**src/logic/i2cms_pkg.sv**
```systemverilog
// Purpose: Shared constants and types of the two-wire master sequencer.
// Assumes: 25 MHz aclk, AXI4-Lite register access, 32-bit data.
// Notes: Registers are 16 bits wide in the low half of each word.
package i2cms_pkg;
  // Register byte offsets.
  localparam logic [7:0] OFS_CTRL = 8'h00;
  localparam logic [7:0] OFS_STAT = 8'h04;
  localparam logic [7:0] OFS_TXB = 8'h08;
  localparam logic [7:0] OFS_RXB = 8'h0c;
  localparam logic [7:0] OFS_IMASK = 8'h10;
  localparam logic [7:0] OFS_ISTAT = 8'h14;
  // Status register bit positions.
  localparam int ST_ACK_BIT = 15;
  localparam int ST_BUSY_BIT = 14;
  localparam int ST_BCL_BIT = 10;
  localparam int ST_RBF_BIT = 1;
  localparam int ST_TBF_BIT = 0;
  // Interrupt bit positions: sequence done, byte received, collision.
  localparam int IRQ_DONE = 0;
  localparam int IRQ_RX = 1;
  localparam int IRQ_BCL = 2;
  localparam logic [15:0] CTRL_RESET = 16'h0000;
  localparam logic [2:0] IRQ_RESET = 3'h0;
  // Bus timing: one bit period, split in four quarters.
  localparam int CLK_NS = 40;
  localparam int BIT_NS = 10000;
  localparam int QUARTER_CYCLES = (BIT_NS / 4 + CLK_NS - 1) / CLK_NS;
  // Response codes.
  localparam logic [1:0] RESP_OKAY = 2'h0;
  localparam logic [1:0] RESP_SLVERR = 2'h2;
  // Control register layout.
  typedef struct packed {
    logic enable;
    logic [8:0] rsvd;
    logic ack_value_select;
    logic ack_sequence_request;
    logic receive_byte_request;
    logic stop_request;
    logic restart_request;
    logic start_request;
  } i2cms_ctrl_t;
  // Sequencer states.
  typedef enum logic [2:0] {
    S_IDLE, S_START, S_RESTART, S_STOP, S_XMIT, S_RECV, S_ACK
  } i2cms_state_t;
endpackage

```
**src/logic/i2cms_core.sv**
```systemverilog
// Purpose: Master sequencer for a two-wire bus with an AXI4-Lite register port.
// Assumes: Open-drain pins; the bus levels are sampled through two flip-flops.
// Notes: Clock stretching and slave modes are not handled.
// Contract
// Acknowledge slot drives the acknowledge-value bit.
// Value one sends NACK, zero sends ACK.
// Acknowledge request launches acknowledge sequence.
// Acknowledge request self-clears when sequence ends.
// Receive request takes byte, clears after bit eight.
// Stop request makes Stop, then self-clears.
// Restart request makes Repeated Start, then self-clears.
// Start request makes Start on the pins.
// Start request self-clears at sequence end.
// Receive-full set on store, cleared on read.
// Collision flag set by hardware, cleared by software.
// Slave acknowledge flag updated each acknowledge slot.
module i2cms_core #(
  parameter int QUARTER = i2cms_pkg::QUARTER_CYCLES
) (
  input wire logic aclk, // System clock.
  input wire logic aresetn, // Synchronous reset, active low.
  input wire logic awvalid, // Write address valid.
  output logic awready, // Write address ready.
  input wire logic [7:0] awaddr, // Write address.
  input wire logic wvalid, // Write data valid.
  output logic wready, // Write data ready.
  input wire logic [31:0] wdata, // Write data.
  input wire logic [3:0] wstrb, // Write byte strobes.
  output logic bvalid, // Write response valid.
  input wire logic bready, // Write response ready.
  output logic [1:0] bresp, // Write response code.
  input wire logic arvalid, // Read address valid.
  output logic arready, // Read address ready.
  input wire logic [7:0] araddr, // Read address.
  output logic rvalid, // Read data valid.
  input wire logic rready, // Read data ready.
  output logic [31:0] rdata, // Read data.
  output logic [1:0] rresp, // Read response code.
  input wire logic serial_data_pin_in, // Data line level.
  output logic serial_data_pin_out, // Data line drive value, always low.
  output logic serial_data_pin_oe_n, // Low while pulling data line low.
  input wire logic serial_clock_pin_in, // Clock line level.
  output logic serial_clock_pin_out, // Clock line drive value, always low.
  output logic serial_clock_pin_oe_n, // Low while pulling clock line low.
  output logic irq // Level interrupt.
);
  ////////////////////////////////////////////////////////////////////////////////
  // Declarations.
  i2cms_pkg::i2cms_ctrl_t ctrl; // Control register.
  i2cms_pkg::i2cms_state_t state; // Sequencer state.
  logic [15:0] qcnt; // Quarter period counter.
  logic [1:0] q; // Quarter within the bit.
  logic [3:0] bitcnt; // Bit within the byte.
  logic [7:0] txsh, rxsh; // Transmit and receive shifters.
  logic [7:0] transmit_buffer, receive_buffer; // Byte to send and last byte received.
  logic transmit_buffer_full, receive_buffer_full; // Byte pending to send, byte unread.
  logic slave_ack_flag, bus_collision_flag, hold_low; // Slave NACK, collision, clock held.
  logic [2:0] irq_stat, irq_mask; // Sticky interrupt status and its enables.
  logic sda_s1, sda_s2, scl_s1, scl_s2; // Pin synchronisers.
  logic [31:0] rd_mux; // Read data selection.
  logic next_sda_rel, next_scl_rel; // Wanted pin release levels.
  ////////////////////////////////////////////////////////////////////////////////
  // Decoding.
  wire wr_go = awvalid && wvalid && !bvalid; // Both write channels taken together.
  wire rd_go = arvalid && !rvalid; // Read address taken.
  wire [15:0] wmask = {{8{wstrb[1]}}, {8{wstrb[0]}}}; // Lane enables.
  wire [15:0] wd = wdata[15:0] & wmask; // Masked write data.
  wire wr_ctrl = wr_go && awaddr == i2cms_pkg::OFS_CTRL;
  wire wr_stat = wr_go && awaddr == i2cms_pkg::OFS_STAT;
  wire wr_txb = wr_go && awaddr == i2cms_pkg::OFS_TXB && wstrb[0];
  wire wr_imask = wr_go && awaddr == i2cms_pkg::OFS_IMASK;
  wire wr_istat = wr_go && awaddr == i2cms_pkg::OFS_ISTAT;
  wire rd_rxb = rd_go && araddr == i2cms_pkg::OFS_RXB;
  wire wr_hit = wr_ctrl || wr_stat || wr_txb || wr_imask || wr_istat ||
                (wr_go && awaddr == i2cms_pkg::OFS_RXB);
  wire rd_hit = araddr == i2cms_pkg::OFS_CTRL || araddr == i2cms_pkg::OFS_STAT ||
                araddr == i2cms_pkg::OFS_TXB || araddr == i2cms_pkg::OFS_RXB ||
                araddr == i2cms_pkg::OFS_IMASK || araddr == i2cms_pkg::OFS_ISTAT;
  // Sequencer timing strobes.
  wire busy = state != i2cms_pkg::S_IDLE;
  wire tick = busy && qcnt == 16'(QUARTER - 1); // End of a quarter.
  wire slot_end = tick && q == 2'd3; // End of a bit slot.
  wire sample = tick && q == 2'd2; // Clock high, data settled.
  wire single = state == i2cms_pkg::S_START || state == i2cms_pkg::S_RESTART ||
                state == i2cms_pkg::S_STOP || state == i2cms_pkg::S_ACK;
  wire done = slot_end && (single || (state == i2cms_pkg::S_XMIT && bitcnt == 4'd8) ||
              (state == i2cms_pkg::S_RECV && bitcnt == 4'd7));
  wire rx_done = done && state == i2cms_pkg::S_RECV;
  wire ack_slot = sample && state == i2cms_pkg::S_XMIT && bitcnt == 4'd8;
  // A line we release but find low means another master won the bus.
  wire chk_start = tick && ((state == i2cms_pkg::S_START && q == 2'd0) ||
                   (state == i2cms_pkg::S_RESTART && q == 2'd1)); // Both lines released.
  wire chk_data = sample && serial_data_pin_oe_n &&
                  ((state == i2cms_pkg::S_XMIT && bitcnt != 4'd8) ||
                   state == i2cms_pkg::S_ACK);
  wire coll = (chk_start && !(sda_s2 && scl_s2)) || (chk_data && !sda_s2);
  // Request bits that hardware clears this cycle.
  wire [4:0] hw_clr = coll ? 5'h1f : {
    done && state == i2cms_pkg::S_ACK,
    rx_done,
    done && state == i2cms_pkg::S_STOP,
    done && state == i2cms_pkg::S_RESTART,
    done && state == i2cms_pkg::S_START};
  wire [4:0] req = ctrl[4:0]; // Pending requests.
  ////////////////////////////////////////////////////////////////////////////////
  // Pin drive table: one means the line is released.
  always_comb
  begin
    next_sda_rel = 1'b1;
    next_scl_rel = !hold_low;
    case (state)
      i2cms_pkg::S_START:
      begin
        next_sda_rel = q == 2'd0; // Data falls with clock high.
        next_scl_rel = q != 2'd3;
      end
      i2cms_pkg::S_RESTART:
      begin
        next_sda_rel = q <= 2'd1; // Data falls with clock high.
        next_scl_rel = q == 2'd1 || q == 2'd2;
      end
      i2cms_pkg::S_STOP:
      begin
        next_sda_rel = q >= 2'd2; // Data rises with clock high.
        next_scl_rel = q >= 2'd1;
      end
      i2cms_pkg::S_XMIT:
      begin
        next_sda_rel = bitcnt == 4'd8 ? 1'b1 : txsh[7];
        next_scl_rel = q[1];
      end
      i2cms_pkg::S_RECV: next_scl_rel = q[1];
      i2cms_pkg::S_ACK:
      begin
        next_sda_rel = ctrl.ack_value_select; // One releases for NACK.
        next_scl_rel = q[1];
      end
      default: next_sda_rel = 1'b1;
    endcase
  end
  ////////////////////////////////////////////////////////////////////////////////
  // Pin synchronisers and registered pin drive.
  always_ff @(posedge aclk)
  begin
    if (!aresetn)
    begin
      {sda_s1, sda_s2, scl_s1, scl_s2} <= 4'hf;
      serial_data_pin_oe_n <= 1'b1;
      serial_clock_pin_oe_n <= 1'b1;
    end
    else
    begin
      {sda_s2, sda_s1} <= {sda_s1, serial_data_pin_in};
      {scl_s2, scl_s1} <= {scl_s1, serial_clock_pin_in};
      serial_data_pin_oe_n <= next_sda_rel;
      serial_clock_pin_oe_n <= next_scl_rel;
    end
  end
  assign serial_data_pin_out = 1'b0;
  assign serial_clock_pin_out = 1'b0;
  ////////////////////////////////////////////////////////////////////////////////
  // Sequencer: picks one request when idle, walks the quarters.
  always_ff @(posedge aclk)
  begin
    if (!aresetn || coll)
    begin
      state <= i2cms_pkg::S_IDLE;
      qcnt <= 16'h0000;
      q <= 2'd0;
      bitcnt <= 4'h0;
    end
    else if (!busy)
    begin
      qcnt <= 16'h0000;
      q <= 2'd0;
      bitcnt <= 4'h0;
      if (ctrl.enable)
      begin
        if (ctrl.start_request)
          state <= i2cms_pkg::S_START;
        else if (ctrl.restart_request)
          state <= i2cms_pkg::S_RESTART;
        else if (ctrl.stop_request)
          state <= i2cms_pkg::S_STOP;
        else if (ctrl.receive_byte_request)
          state <= i2cms_pkg::S_RECV;
        else if (ctrl.ack_sequence_request)
          state <= i2cms_pkg::S_ACK;
        else if (transmit_buffer_full)
          state <= i2cms_pkg::S_XMIT;
      end
    end
    else
    begin
      qcnt <= tick ? 16'h0000 : qcnt + 16'h0001;
      if (tick)
        q <= q + 2'd1;
      if (slot_end)
        bitcnt <= bitcnt + 4'h1;
      if (done)
        state <= i2cms_pkg::S_IDLE;
    end
  end
  ////////////////////////////////////////////////////////////////////////////////
  // Data path: shifters, buffers and bus holding.
  always_ff @(posedge aclk)
  begin
    if (!aresetn)
    begin
      txsh <= 8'h00;
      rxsh <= 8'h00;
      transmit_buffer <= 8'h00;
      receive_buffer <= 8'h00;
      transmit_buffer_full <= 1'b0;
      receive_buffer_full <= 1'b0;
      slave_ack_flag <= 1'b0;
      hold_low <= 1'b0;
    end
    else
    begin
      if (wr_txb && !transmit_buffer_full)
      begin
        transmit_buffer <= wdata[7:0];
        txsh <= wdata[7:0];
        transmit_buffer_full <= 1'b1;
      end
      else if (state == i2cms_pkg::S_XMIT && (done || coll))
        transmit_buffer_full <= 1'b0;
      else if (state == i2cms_pkg::S_XMIT && slot_end)
        txsh <= {txsh[6:0], 1'b0};
      if (sample && state == i2cms_pkg::S_RECV)
        rxsh <= {rxsh[6:0], sda_s2};
      if (rx_done)
        receive_buffer <= rxsh; // Last bit was shifted in at the sample.
      if (rx_done)
        receive_buffer_full <= 1'b1; // Set wins over a read.
      else if (rd_rxb)
        receive_buffer_full <= 1'b0;
      if (ack_slot)
        slave_ack_flag <= sda_s2;
      hold_low <= !coll && (done ? state != i2cms_pkg::S_STOP : hold_low); // Held until Stop or a collision.
    end
  end
  ////////////////////////////////////////////////////////////////////////////////
  // Control, collision and interrupt registers.
  always_ff @(posedge aclk)
  begin
    if (!aresetn)
    begin
      ctrl <= i2cms_pkg::CTRL_RESET;
      bus_collision_flag <= 1'b0;
      irq_stat <= i2cms_pkg::IRQ_RESET;
      irq_mask <= i2cms_pkg::IRQ_RESET;
    end
    else
    begin
      // Software sets requests; a write in the clearing cycle wins.
      ctrl <= wr_ctrl ? ((ctrl & ~wmask) | (wd & wmask) | {11'h000, req & ~hw_clr})
                      : (ctrl & ~{11'h000, hw_clr});
      bus_collision_flag <= coll || (bus_collision_flag &&
                            !(wr_stat && wd[i2cms_pkg::ST_BCL_BIT]));
      irq_stat <= {coll, rx_done, done} |
                  (irq_stat & ~(wr_istat ? wd[2:0] : 3'h0));
      if (wr_imask)
        irq_mask <= wd[2:0];
    end
  end
  assign irq = |(irq_stat & irq_mask);
  ////////////////////////////////////////////////////////////////////////////////
  // AXI4-Lite slave: one write and one read at a time.
  assign awready = wr_go;
  assign wready = wr_go;
  assign arready = rd_go;
  always_comb
  begin
    rd_mux = 32'h0000_0000;
    case (araddr)
      i2cms_pkg::OFS_CTRL: rd_mux[15:0] = ctrl;
      i2cms_pkg::OFS_STAT:
      begin
        rd_mux[i2cms_pkg::ST_ACK_BIT] = slave_ack_flag;
        rd_mux[i2cms_pkg::ST_BUSY_BIT] = state == i2cms_pkg::S_XMIT;
        rd_mux[i2cms_pkg::ST_BCL_BIT] = bus_collision_flag;
        rd_mux[i2cms_pkg::ST_RBF_BIT] = receive_buffer_full;
        rd_mux[i2cms_pkg::ST_TBF_BIT] = transmit_buffer_full;
      end
      i2cms_pkg::OFS_TXB: rd_mux[7:0] = transmit_buffer;
      i2cms_pkg::OFS_RXB: rd_mux[7:0] = receive_buffer;
      i2cms_pkg::OFS_IMASK: rd_mux[2:0] = irq_mask;
      i2cms_pkg::OFS_ISTAT: rd_mux[2:0] = irq_stat;
      default: rd_mux = 32'h0000_0000;
    endcase
  end
  // Response channels stand until the master takes them.
  always_ff @(posedge aclk)
  begin
    if (!aresetn)
    begin
      bvalid <= 1'b0;
      bresp <= i2cms_pkg::RESP_OKAY;
      rvalid <= 1'b0;
      rresp <= i2cms_pkg::RESP_OKAY;
      rdata <= 32'h0000_0000;
    end
    else
    begin
      if (wr_go)
      begin
        bvalid <= 1'b1;
        bresp <= wr_hit ? i2cms_pkg::RESP_OKAY : i2cms_pkg::RESP_SLVERR;
      end
      else if (bready)
        bvalid <= 1'b0;
      if (rd_go)
      begin
        rvalid <= 1'b1;
        rdata <= rd_mux;
        rresp <= rd_hit ? i2cms_pkg::RESP_OKAY : i2cms_pkg::RESP_SLVERR;
      end
      else if (rready)
        rvalid <= 1'b0;
    end
  end
  ////////////////////////////////////////////////////////////////////////////////
  // Checks.
  AST_ACK_LEVEL: assert property (@(posedge aclk) disable iff (!aresetn)
    state == i2cms_pkg::S_ACK |=> serial_data_pin_oe_n == $past(ctrl.ack_value_select))
    else $error("Acknowledge slot drives wrong value.");
  AST_ACK_NACK: assert property (@(posedge aclk) disable iff (!aresetn)
    state == i2cms_pkg::S_ACK && !ctrl.ack_value_select |=> !serial_data_pin_oe_n)
    else $error("ACK not driven low.");
  AST_ACK_LAUNCH: assert property (@(posedge aclk) disable iff (!aresetn)
    !busy && ctrl.enable && req == 5'h10 && !coll |=> state == i2cms_pkg::S_ACK)
    else $error("Acknowledge request not launched.");
  AST_ACK_CLEAR: assert property (@(posedge aclk) disable iff (!aresetn)
    $fell(ctrl.ack_sequence_request) |-> $past(state) == i2cms_pkg::S_ACK)
    else $error("Acknowledge request cleared outside its sequence.");
  AST_RECV_CLEAR: assert property (@(posedge aclk) disable iff (!aresetn)
    $past(rx_done) |-> !ctrl.receive_byte_request || $past(wr_ctrl))
    else $error("Receive request not cleared after byte.");
  AST_STOP_END: assert property (@(posedge aclk) disable iff (!aresetn)
    done && state == i2cms_pkg::S_STOP && !wr_ctrl |=> !ctrl.stop_request ##0
    serial_data_pin_oe_n && serial_clock_pin_oe_n)
    else $error("Stop sequence did not end released.");
  AST_RESTART_END: assert property (@(posedge aclk) disable iff (!aresetn)
    done && state == i2cms_pkg::S_RESTART && !wr_ctrl |=> !ctrl.restart_request)
    else $error("Restart request not cleared.");
  AST_START_SDA: assert property (@(posedge aclk) disable iff (!aresetn)
    state == i2cms_pkg::S_START && q == 2'd1 |=> !serial_data_pin_oe_n &&
    serial_clock_pin_oe_n)
    else $error("Start does not pull data low with clock high.");
  AST_START_CLEAR: assert property (@(posedge aclk) disable iff (!aresetn)
    done && state == i2cms_pkg::S_START && !wr_ctrl |=> !ctrl.start_request)
    else $error("Start request not cleared.");
  AST_RBF: assert property (@(posedge aclk) disable iff (!aresetn)
    $rose(receive_buffer_full) |-> $past(rx_done))
    else $error("Receive full set without a byte.");
  AST_BCL: assert property (@(posedge aclk) disable iff (!aresetn)
    $fell(bus_collision_flag) |-> $past(wr_stat) && !$past(coll))
    else $error("Collision flag cleared without software.");
  AST_SLAVE_ACK_FLAG: assert property (@(posedge aclk) disable iff (!aresetn)
    $changed(slave_ack_flag) |-> $past(ack_slot))
    else $error("Acknowledge status changed outside the slot.");
  COV_START: cover property (@(posedge aclk) done && state == i2cms_pkg::S_START);
  COV_RECV: cover property (@(posedge aclk) rx_done);
  COV_XMIT: cover property (@(posedge aclk) ack_slot);
  COV_COLL: cover property (@(posedge aclk) coll);
endmodule // i2cms_core

```
**config.mk**
```make
export PLATFORM = sky130hd
export DESIGN_NAME = i2cms_core
export DESIGN_NICKNAME = d
export VERILOG_FILES = /design/src/logic/i2cms_pkg.sv /design/src/logic/i2cms_core.sv
export SDC_FILE = /design/constraint.sdc
export NUM_CORES = 1
export LEC_CHECK = 0
export ABC_AREA = 1
export BUFFER_PORTS_ARGS = -buffer_cell sky130_fd_sc_hd__buf_4
export CORE_AREA = 2 2 98 100
export DETAILED_ROUTE_END_ITERATION = 10
export DIE_AREA = 0 0 100 102
export PLACE_DENSITY = 0.93
export SYNTH_ARGS = -nofsm -noshare
export SYNTH_HDL_FRONTEND = slang
export SYNTH_SLANG_ARGS = --single-unit
```
**constraint.sdc**
```tcl
create_clock -name aclk -period 5.5 [get_ports aclk]
set_input_delay 0.275 -clock aclk [delete_from_list [all_inputs] [get_ports aclk]]
set_output_delay 0.275 -clock aclk [all_outputs]
set_load 0.02 [all_outputs]
```
# Word-level counts from Yosys, hierarchy flattened
# Index checks and enable logic that the tools add are counted.
[totals]
regBits = 112
input_bits = 61
out_inout_bits = 46
elab_cells = 206
[op_classes]
n_addsub = 3
order_cmp = 3
n_eq_ne = 27
mux = 36
n_bitwise = 15
n_reduce_logical = 88
[ops]
columns = ["op", "count"]
rows = [
  ["16-bit AND", 4],
  ["1-bit logical AND", 40],
  ["3-bit 2-to-1 mux", 11],
  ["8-bit by 4-bit equality test with 1-bit output (second input constant)", 4],
  ["8-bit by 5-bit equality test with 1-bit output (second input constant)", 4],
  ["8-bit 2-to-1 mux", 3],
  ["1-bit logical OR", 22],
  ["16-bit by 1-bit adder with 16-bit output (second input constant)", 1],
  ["16-bit by 6-bit equality test with 1-bit output (second input constant)", 1],
  ["8-bit by 3-bit equality test with 1-bit output (second input constant)", 2],
  ["8-bit logical NOT", 2],
  ["16-bit 2-to-1 mux", 1],
  ["16-bit inverter", 1],
  ["5-bit inverter with 16-bit output", 1],
  ["16-bit bitwise OR", 1],
  ["16-bit by 5-bit bitwise OR with 16-bit output", 1],
  ["5-bit one-hot mux with 3 select lines", 1],
  ["2-bit one-hot mux with 6 select lines", 1],
  ["2-bit nonzero test", 6],
  ["1-bit 2-to-1 mux", 10],
  ["1-bit one-hot mux with 5 select lines", 2],
  ["3-bit equality test (second input constant)", 3],
  ["1-bit logical NOT", 9],
  ["3-bit OR reduction", 3],
  ["other kinds (32)", 38],
]

# Logic depth before layout (Yosys ltp)
# Gate-level depths: netlist of run 1.
[depth]
word_depth = 13
ltp_mapped = 13
depth_no_buf = 13

# Least setup slack after synthesis of run 1
# No wires, ideal clock.
[synth_path]
path_type = "reg-to-reg"
start = "register bvalid"
end = "register txsh[0]"
setup_ps = 132
t_arrival_ps = 1704
setup_slack_ps = 3663
stages_incl_launch_ff = 8
synth_period_minus_slack_ps = 1837
cell_sequence = "dfxtp_1 > nor2_2 > nand2_1 > nor3_2 > inv_1 > buf_2 > nand3_1 > a21oi_1"
[synth_via]
elab_chain_len = 7
elab_cells_between_ends = 9
classes_between = "eq/ne: 1; mux: 1; reduce/logical: 7"
[synth_lines]
columns = ["element", "line", "text"]
rows = [
  ["start, declared", "i2cms_core.sv:29", "output logic bvalid,"],
  ["start signal, assigned", "i2cms_core.sv:299", "bvalid <= 1'b0;"],
  ["start signal, assigned", "i2cms_core.sv:309", "bvalid <= 1'b1;"],
  ["start signal, assigned", "i2cms_core.sv:313", "bvalid <= 1'b0;"],
  ["1-bit logical NOT *", "i2cms_core.sv:64", "wire wr_go = awvalid && wvalid && !bvalid;"],
  ["1-bit logical AND *", "i2cms_core.sv:64", ""],
  ["named net awready", "i2cms_core.sv:23", "output logic awready,"],
  ["1-bit logical AND * (2 in series)", "i2cms_core.sv:70", "wire wr_txb = wr_go && awaddr == i2cms_pkg::OFS_TXB && wstrb[0];"],
  ["1-bit logical AND *", "i2cms_core.sv:221", "if (wr_txb && !transmit_buffer_full)"],
  ["2-bit != test (no source line) or 2-bit nonzero test (tied branches)", "n/a", ""],
  ["2-bit AND reduction (no source line)", "n/a", ""],
  ["end signal, assigned", "i2cms_core.sv:224", "txsh <= wdata[7:0];"],
  ["end signal, assigned", "i2cms_core.sv:230", "txsh <= {txsh[6:0], 1'b0};"],
  ["end, declared", "i2cms_core.sv:54", "logic [7:0] txsh, rxsh;"],
]
# The timed path passes the listed nets; every way through them passes the cells marked *.
# A chain may end at the register's enable or synchronous reset.

# Worst setup path in the final report of run 1
[layout_path]
start = "register state[2]"
end = "register receive_buffer[7]"
[layout_via]
elab_chain_len = 8
elab_cells_between_ends = 18
classes_between = "eq/ne: 6; reduce/logical: 12"
[layout_lines]
columns = ["element", "line", "text"]
rows = [
  ["start, declared", "i2cms_core.sv:50", "i2cms_pkg::i2cms_state_t state;"],
  ["start signal, assigned", "i2cms_core.sv:167", "state <= i2cms_pkg::S_IDLE;"],
  ["start signal, assigned", "i2cms_core.sv:180", "state <= i2cms_pkg::S_START;"],
  ["start signal, assigned", "i2cms_core.sv:182", "state <= i2cms_pkg::S_RESTART;"],
  ["3-bit by 1-bit equality test with 1-bit output or 3-bit by 2-bit equality test with 1-bit output (tied branches)", "i2cms_core.sv:84", "wire single = state == i2cms_pkg::S_START || state == i2cms_pkg::S_RESTART ||"],
  ["1-bit logical OR (2 in series)", "i2cms_core.sv:84", ""],
  ["1-bit logical OR", "i2cms_core.sv:85", "state == i2cms_pkg::S_STOP || state == i2cms_pkg::S_ACK;"],
  ["1-bit logical OR (2 in series)", "i2cms_core.sv:86", "wire done = slot_end && (single || (state == i2cms_pkg::S_XMIT && bitcnt == 4'd8) ||"],
  ["1-bit logical AND", "i2cms_core.sv:86", ""],
  ["1-bit logical AND *", "i2cms_core.sv:88", "wire rx_done = done && state == i2cms_pkg::S_RECV;"],
  ["end signal, assigned", "i2cms_core.sv:234", "receive_buffer <= rxsh;"],
  ["end, declared", "i2cms_core.sv:55", "logic [7:0] transmit_buffer, receive_buffer;"],
]
# Every way passes the cells marked *; elsewhere a longest branch is shown, timed or not.

==> results of run 1 <==
[kinds of logic (layout without fill, tap and decap cells)]
kind of cell | after synthesis | after routing | share of synthesized area, %
xor gates and xnor gates | 8 | 8 | 1.32
and+or+nand+nor | 331 | 331 | 28.1
muxes | 1 | 1 | 0.188
other | 1 | 20 | 0.0705
AOI/OAI and AO/OA | 151 | 151 | 15.3
buffers and inverters | 138 | 184 | 11.6
adders and majority gates | 9 | 9 | 2.12
DFF | 110 | 110 | 41.4
[power by group]
group,switching (mW),leakage (nW),internal (mW)
clock,0.303,0.117,0.268
combinational,0.0676,1.45,0.0429
sequential,0.00483,0.890,0.805
total,0.376,2.45,1.12
[final timing paths]
check / startpoint / to / slack, ns / cells past startpoint
setup / recovery: state[2]$_SDFFE_PP0P_ / receive_buffer[7]$_SDFFE_PN0P_ / 3.20 / 7
hold / removal: serial_clock_pin_in / scl_s1$_SDFF_PN1_ / 0.08 / 2
setup reg to reg: state[2]$_SDFFE_PP0P_ / receive_buffer[7]$_SDFFE_PN0P_ / 3.20 / 7
hold reg to reg: scl_s1$_SDFF_PN1_ / scl_s2$_SDFF_PN1_ / 0.42 / 1
[critical path, delay by kind of cell (launching register included)]
| kind | cells | cell delay, ns |
|---|---|---|
| buffers and inverters | 1 | 0.12 |
| AOI/OAI and AO/OA | 2 | 0.40 |
| and+or+nand+nor | 4 | 1.10 |
| DFF | 1 | 0.57 |
[per-stage QoR]
| stage | cell area, sq um | hold slack (ns) |
|---|---|---|
| after floorplan | 5390 | 0.382 |
| after global placement | 5810 | 0.395 |
| after detailed placement | 5810 | 0.398 |
| after CTS | 6050 | 0.0681 |
| after global routing | 6050 | 0.0669 |
| final | 6050 | 0.0778 |
[final cells by class]
class,count,area (sq um),area share (%)
clock inverters,7,115,1.90
well taps,111,139,2.30
inverters,98,368,6.08
flip-flops and latches,110,2200,36.4
repair buffers,70,526,8.69
multi-input cells,520,2570,42.5
clock buffers,9,124,2.05
[layer usage]
metal,up-vias,GRT usage (%),share of wire [%]
li1,2531,-,-
met4,0,8.43,2.5
met2,219,40.8,48
met3,32,4.99,8.3
met1,2283,31.0,41
met5,-,0,0
[placed cells by master, fill, tap and decap left out, drive strengths merged, types with 5 or more instances in the layout]
cell | synthesis | routed
or2 | 7 | 7
nor2 | 111 | 111
nand4 | 18 | 18
dfxtp | 110 | 110
nor3 | 26 | 26
nand2 | 123 | 123
a21oi | 69 | 69
inv | 97 | 100
buf | 25 | 70
ha | 9 | 9
o21ai | 63 | 63
conb | 1 | 20
nand3 | 37 | 37
o221ai | 5 | 5
clkbuf | 15 | 9
xor2 | 6 | 6
[state kept, by name (all words and copies together), names as in the netlist, 2 cells and up]
| name | cells |
|---|---|
| qcnt | 16 |
| rdata | 16 |
| ctrl | 16 |
| rxsh | 8 |
| bitcnt | 4 |
| state | 3 |
| receive_buffer | 8 |
| q | 2 |
| irq_stat | 3 |
| txsh | 8 |
| irq_mask | 3 |
| transmit_buffer | 8 |
[synth_stat cells, types with 4 or more instances]
cell      number  area [sq um]
or2_2          7          43.8
nor2_2         7          43.8
nand3_1       34           170
a21oi_1       69           345
clkbuf_1      15          56.3
o221ai_1       5          43.8
nor3b_1        4          30.0
dfxtp_1      110          2200
o21ai_0       62           310
nand2_1      117           439
inv_2          4          15.0
buf_4         21           158
nand2_2        5          31.3
xor2_1         6          52.6
ha_1           9           113
inv_1         93           349
nor2_1       103           387
nand4_1       18           113
nor3_1        24           120
==> flow_summary.json, run 1 <==
{
  "timing.slew.headroom_pct": 49.5,
  "track_usage_pct": 24.1,
  "coreArea_sq_um": 9110,
  "first_global_vias": 4401,
  "status": "complete, no violations",
  "maxSlewViolCount": 0,
  "cp-end-kind": "register",
  "die_height_microns": 102,
  "syn_inst": 749,
  "p_leak_nw": 2.45,
  "clk_path_buf_depth": 2,
  "crit_arrival_ns": 2.57,
  "skew_ns": 0.0177,
  "path_clk_slew_ns": 0.11,
  "dp_slack_ns": 3.23,
  "overflow": 0,
  "firstDrtPassIters": 5,
  "p_per_area_nw_per_um2": 247,
  "ys_seq_area_share_pct": 41.4,
  "cts_buffers": 9,
  "cp_data_required_time_ns": 5.78,
  "path_class": "reg -> reg",
  "via_per_inst": 5.48,
  "n_antenna_cell": 0,
  "start_util_pct": 58.4,
  "nets": 879,
  "rows": 35,
  "yosys_warnings": 0,
  "async_flop_share_pct": 0,
  "hold_buffers": 0,
  "gp_congestion": 0.957,
  "utilization_pct": 66.4,
  "cts_sinks": 110,
  "place_hpwl_microns": 8940,
  "dp.cells": 909,
  "vias": 5065,
  "synth_edf_count": 0,
  "fmax_ghz": 0.435,
  "cp-start-kind": "register",
  "finalWorstSetupSlack_ns": 3.20,
  "antenna_found_initial": 0,
  "cts_tree": "built",
  "critPathMaxStageDelay_ns": 0.57,
  "cts.htree.levels": 3,
  "drt-initial-drc-count": 383,
  "finalHoldViolCount": 0,
  "p_total_mw": 1.49,
  "ys.flop_type": "dfxtp_1",
  "finalCritPeriodShare_pct": 41.8,
  "cts.repair.resized": 0,
  "rsz0062_at_grt": "no",
  "synth.cell_area_sq_um": 5320,
  "setup_viol": 0,
  "antenna_left": 0,
  "max-cap-violations": 0,
  "grt_max_degree": 45,
  "yosysUniqueCellTypes": 43,
  "worst_path_max_delay_cell": "dfxtp_1",
  "layoutNonFillerInstCount": 925,
  "root_buffer": "clkbuf_8",
  "cts_setup_buffers": 0,
  "area_delta_synth_final_pct": 13.7,
  "hp-class": "in -> reg",
  "ys_ff_latch": 110,
  "pin_count": 107,
  "n_fill_cell": 762,
  "worstMarginPinSlew_ns": 0.747,
  "grt_pass1_wl_microns": 19900,
  "drive_above_1_share_pct": 14.4,
  "routed_wl_microns": 12400,
  "die_w_microns": 100,
  "wl_per_cell_microns": 13.4,
  "fp.dieArea_sq_um": 10200,
  "cp_cell_sequence": "inv_1, nand2_2, nand3_2, nor2_2, nand3_1, o21ai_0, a21oi_1",
  "ir_drop_mv": 0.185,
  "clock_latency_ns": 0.39,
  "fin_crit_ns": 2.30,
  "avgSynthCellArea_sq_um": 7.10,
  "tns_ns": 0,
  "portBuffers": 68,
  "route.detailed.drc": 0,
  "cp_max_fo": 13
}
No activity file was read; power rests on OpenSTA's default activity.
==> run 2: changes to the inputs <==
--- a/config.mk
+++ b/config.mk
@@ -7,10 +7,10 @@
 export LEC_CHECK = 0
 export ABC_AREA = 1
 export BUFFER_PORTS_ARGS = -buffer_cell sky130_fd_sc_hd__buf_4
-export CORE_AREA = 2 2 98 100
+export CORE_AREA = 2 2 102 104
 export DETAILED_ROUTE_END_ITERATION = 10
-export DIE_AREA = 0 0 100 102
-export PLACE_DENSITY = 0.93
+export DIE_AREA = 0 0 104 106
+export PLACE_DENSITY = 0.87
 export SYNTH_ARGS = -nofsm -noshare
 export SYNTH_HDL_FRONTEND = slang
 export SYNTH_SLANG_ARGS = --single-unit
==> constraint.sdc (replaced) <==
create_clock -name aclk -period 2.4 [get_ports aclk]
set_input_delay 0.12 -clock aclk [delete_from_list [all_inputs] [get_ports aclk]]
set_output_delay 0.12 -clock aclk [all_outputs]
set_load 0.02 [all_outputs]
==> run 2 against run 1 <==
Maximum frequency rose by 5.2%. Critical endpoint is now state[1]$_SDFFE_PP0P_. Clock skew shrank 0.0012 ns. Final cell count up 3.6%. Core utilization shrank 5.4 points. Critical path depth increased by 4.
==> flow_summary.json, run 2 (synthesis results as in run 1) <==
{
  "highest_layer": "met4",
  "crit_arrival_ns": 2.46,
  "cts_sinks": 110,
  "route.detailed.drc": 0,
  "dp_slack_ns": 0.335,
  "routed_wl_microns": 12900,
  "hp-class": "in -> reg",
  "clk_path_buf_depth": 2,
  "cts_buffers": 9,
  "final_cell_mix": "117 x nand2_1, 110 x dfxtp_1, 103 x nor2_1",
  "reg_top3": "ctrl x16, qcnt x16, rdata x16",
  "cts.htree.levels": 3,
  "cp_max_fo": 9,
  "path_class": "reg -> reg",
  "layoutNonFillerInstCount": 958,
  "pin_count": 107,
  "clock_latency_ns": 0.38,
  "max-cap-violations": 0,
  "cp_common_cell": "nand3_2",
  "finalCritPeriodShare_pct": 91.0,
  "final_common_cell": "nand2_1",
  "fp.dieArea_sq_um": 11000,
  "drt-initial-drc-count": 285,
  "first_global_vias": 4721,
  "utilization_pct": 61.0,
  "nets": 888,
  "rsz0062_at_grt": "no",
  "path_clk_slew_ns": 0.12,
  "status": "complete, no violations",
  "coreArea_sq_um": 10000,
  "n_antenna_cell": 0,
  "portBuffers": 68,
  "p_leak_nw": 2.47,
  "cts_tree": "built",
  "drive_above_1_share_pct": 14.8,
  "finalHoldViolCount": 0,
  "tns_ns": 0,
  "firstDrtPassIters": 5,
  "root_buffer": "clkbuf_8",
  "skew_ns": 0.0166,
  "vias": 5079,
  "antenna_found_initial": 0,
  "area_delta_synth_final_pct": 14.7,
  "p_per_area_nw_per_um2": 521,
  "antenna_left": 0,
  "met2WireLength_microns": 6000,
  "die_height_microns": 106,
  "wirelength_met1_microns": 5630,
  "place_hpwl_microns": 9330,
  "cts_setup_buffers": 0,
  "final_area_sq_um": 6100,
  "dp.cells": 940,
  "critPathMaxStageDelay_ns": 0.36,
  "dpl-instance-area_sq_um": 5880,
  "wl_per_cell_microns": 13.5,
  "wl_met3_microns": 887,
  "worstMarginPinSlew_ns": 0.643,
  "rows": 37,
  "cp-end-kind": "register",
  "setup_viol": 0,
  "via_per_inst": 5.30,
  "finalWorstSetupSlack_ns": 0.217,
  "start_util_pct": 53.2,
  "track_usage_pct": 24.3,
  "cp_cell_sequence": "inv_1, ha_1, nand3_1, nor2_1, nand3_2, nor2_4, nand2_2, nand2_1, nand3_2, o21ai_0, a21oi_1",
  "cp_data_required_time_ns": 2.68,
  "overflow": 0,
  "cp-start-kind": "register",
  "fmax_ghz": 0.458,
  "worst_path_max_delay_cell": "dfxtp_1",
  "gp_congestion": 0.953,
  "fin_crit_ns": 2.18,
  "die_w_microns": 104,
  "maxSlewViolCount": 0,
  "grt_max_degree": 43,
  "ir_drop_mv": 0.265,
  "timing.slew.headroom_pct": 56.5,
  "grt_pass1_wl_microns": 21800
}
run 2: changes by cell type in the layout (fill, tap and decap cells not counted):
| cell | change |
|---|---|
| nor2_2 | -1 |
| clkinv_4 | +1 |
| nor2_4 | +1 |
| inv_8 | -1 |
| clkinv_2 | +1 |
| dlygate4sd3_1 | +3 |
| bufinv_16 | -2 |
| buf_4 | +6 |
run 2: area by class of cell:
class | instances | area [sq um]
Timing Repair Buffer | 79 | 601
Inverter | 98 | 368
Sequential cell | 110 | 2200
Clock inverter | 6 | 57.6
Fill cell | 940 | 3900
Tap cell | 136 | 170
Multi-Input combinational cell | 520 | 2580
Clock buffer | 9 | 124
run 2: final timing paths:
check        depth (start not counted)  slack, ns               start                    end
max                                 11       0.22  qcnt[0]$_SDFF_PP0_  state[1]$_SDFFE_PP0P_
min                                  3       0.01            wdata[9]   ctrl[9]$_SDFFE_PN0P_
max reg2reg                         11       0.22  qcnt[0]$_SDFF_PP0_  state[1]$_SDFFE_PP0P_
min reg2reg                          1       0.42   sda_s1$_SDFF_PN1_      sda_s2$_SDFF_PN1_
run 2: critical path, delay by kind of cell, from the launching register on:
kind	cells	cell delay, ns
simple gates	7	1.20
flops	1	0.36
compound gates	2	0.26
fa+ha+maj	1	0.18
buf+inv	1	0.08
run 2: metrics by stage:
| stage | power [mW] | hold slack (ns) |
|---|---|---|
| CTS | 3.19 | 0.00188 |
| global placement | 2.14 | 0.307 |
| floorplan | 2.06 | 0.227 |
| detailed placement | 2.15 | 0.310 |
| global route | 3.29 | 0.0278 |
| finish | 3.18 | 0.0119 |
run 2: timing repair:
item	in CTS	in global routing
hold buffers	3	0
resized for setup	0	1
endpoints found under the hold margin	3	0
endpoints found under the setup margin	0	2
run 2: power by group:
part	internal [mW]	switching [mW]	total (mW)
registers	1.84	0.0110	1.86
clock network	0.392	0.670	1.06
logic	0.102	0.155	0.258
total	2.34	0.837	3.18
run 2: layer usage:
metal	GRT usage, %	vias up
li1	-	2541
met1	31.0	2307
met2	39.4	194
met3	4.60	37
met4	12.2	0
met5	0	-
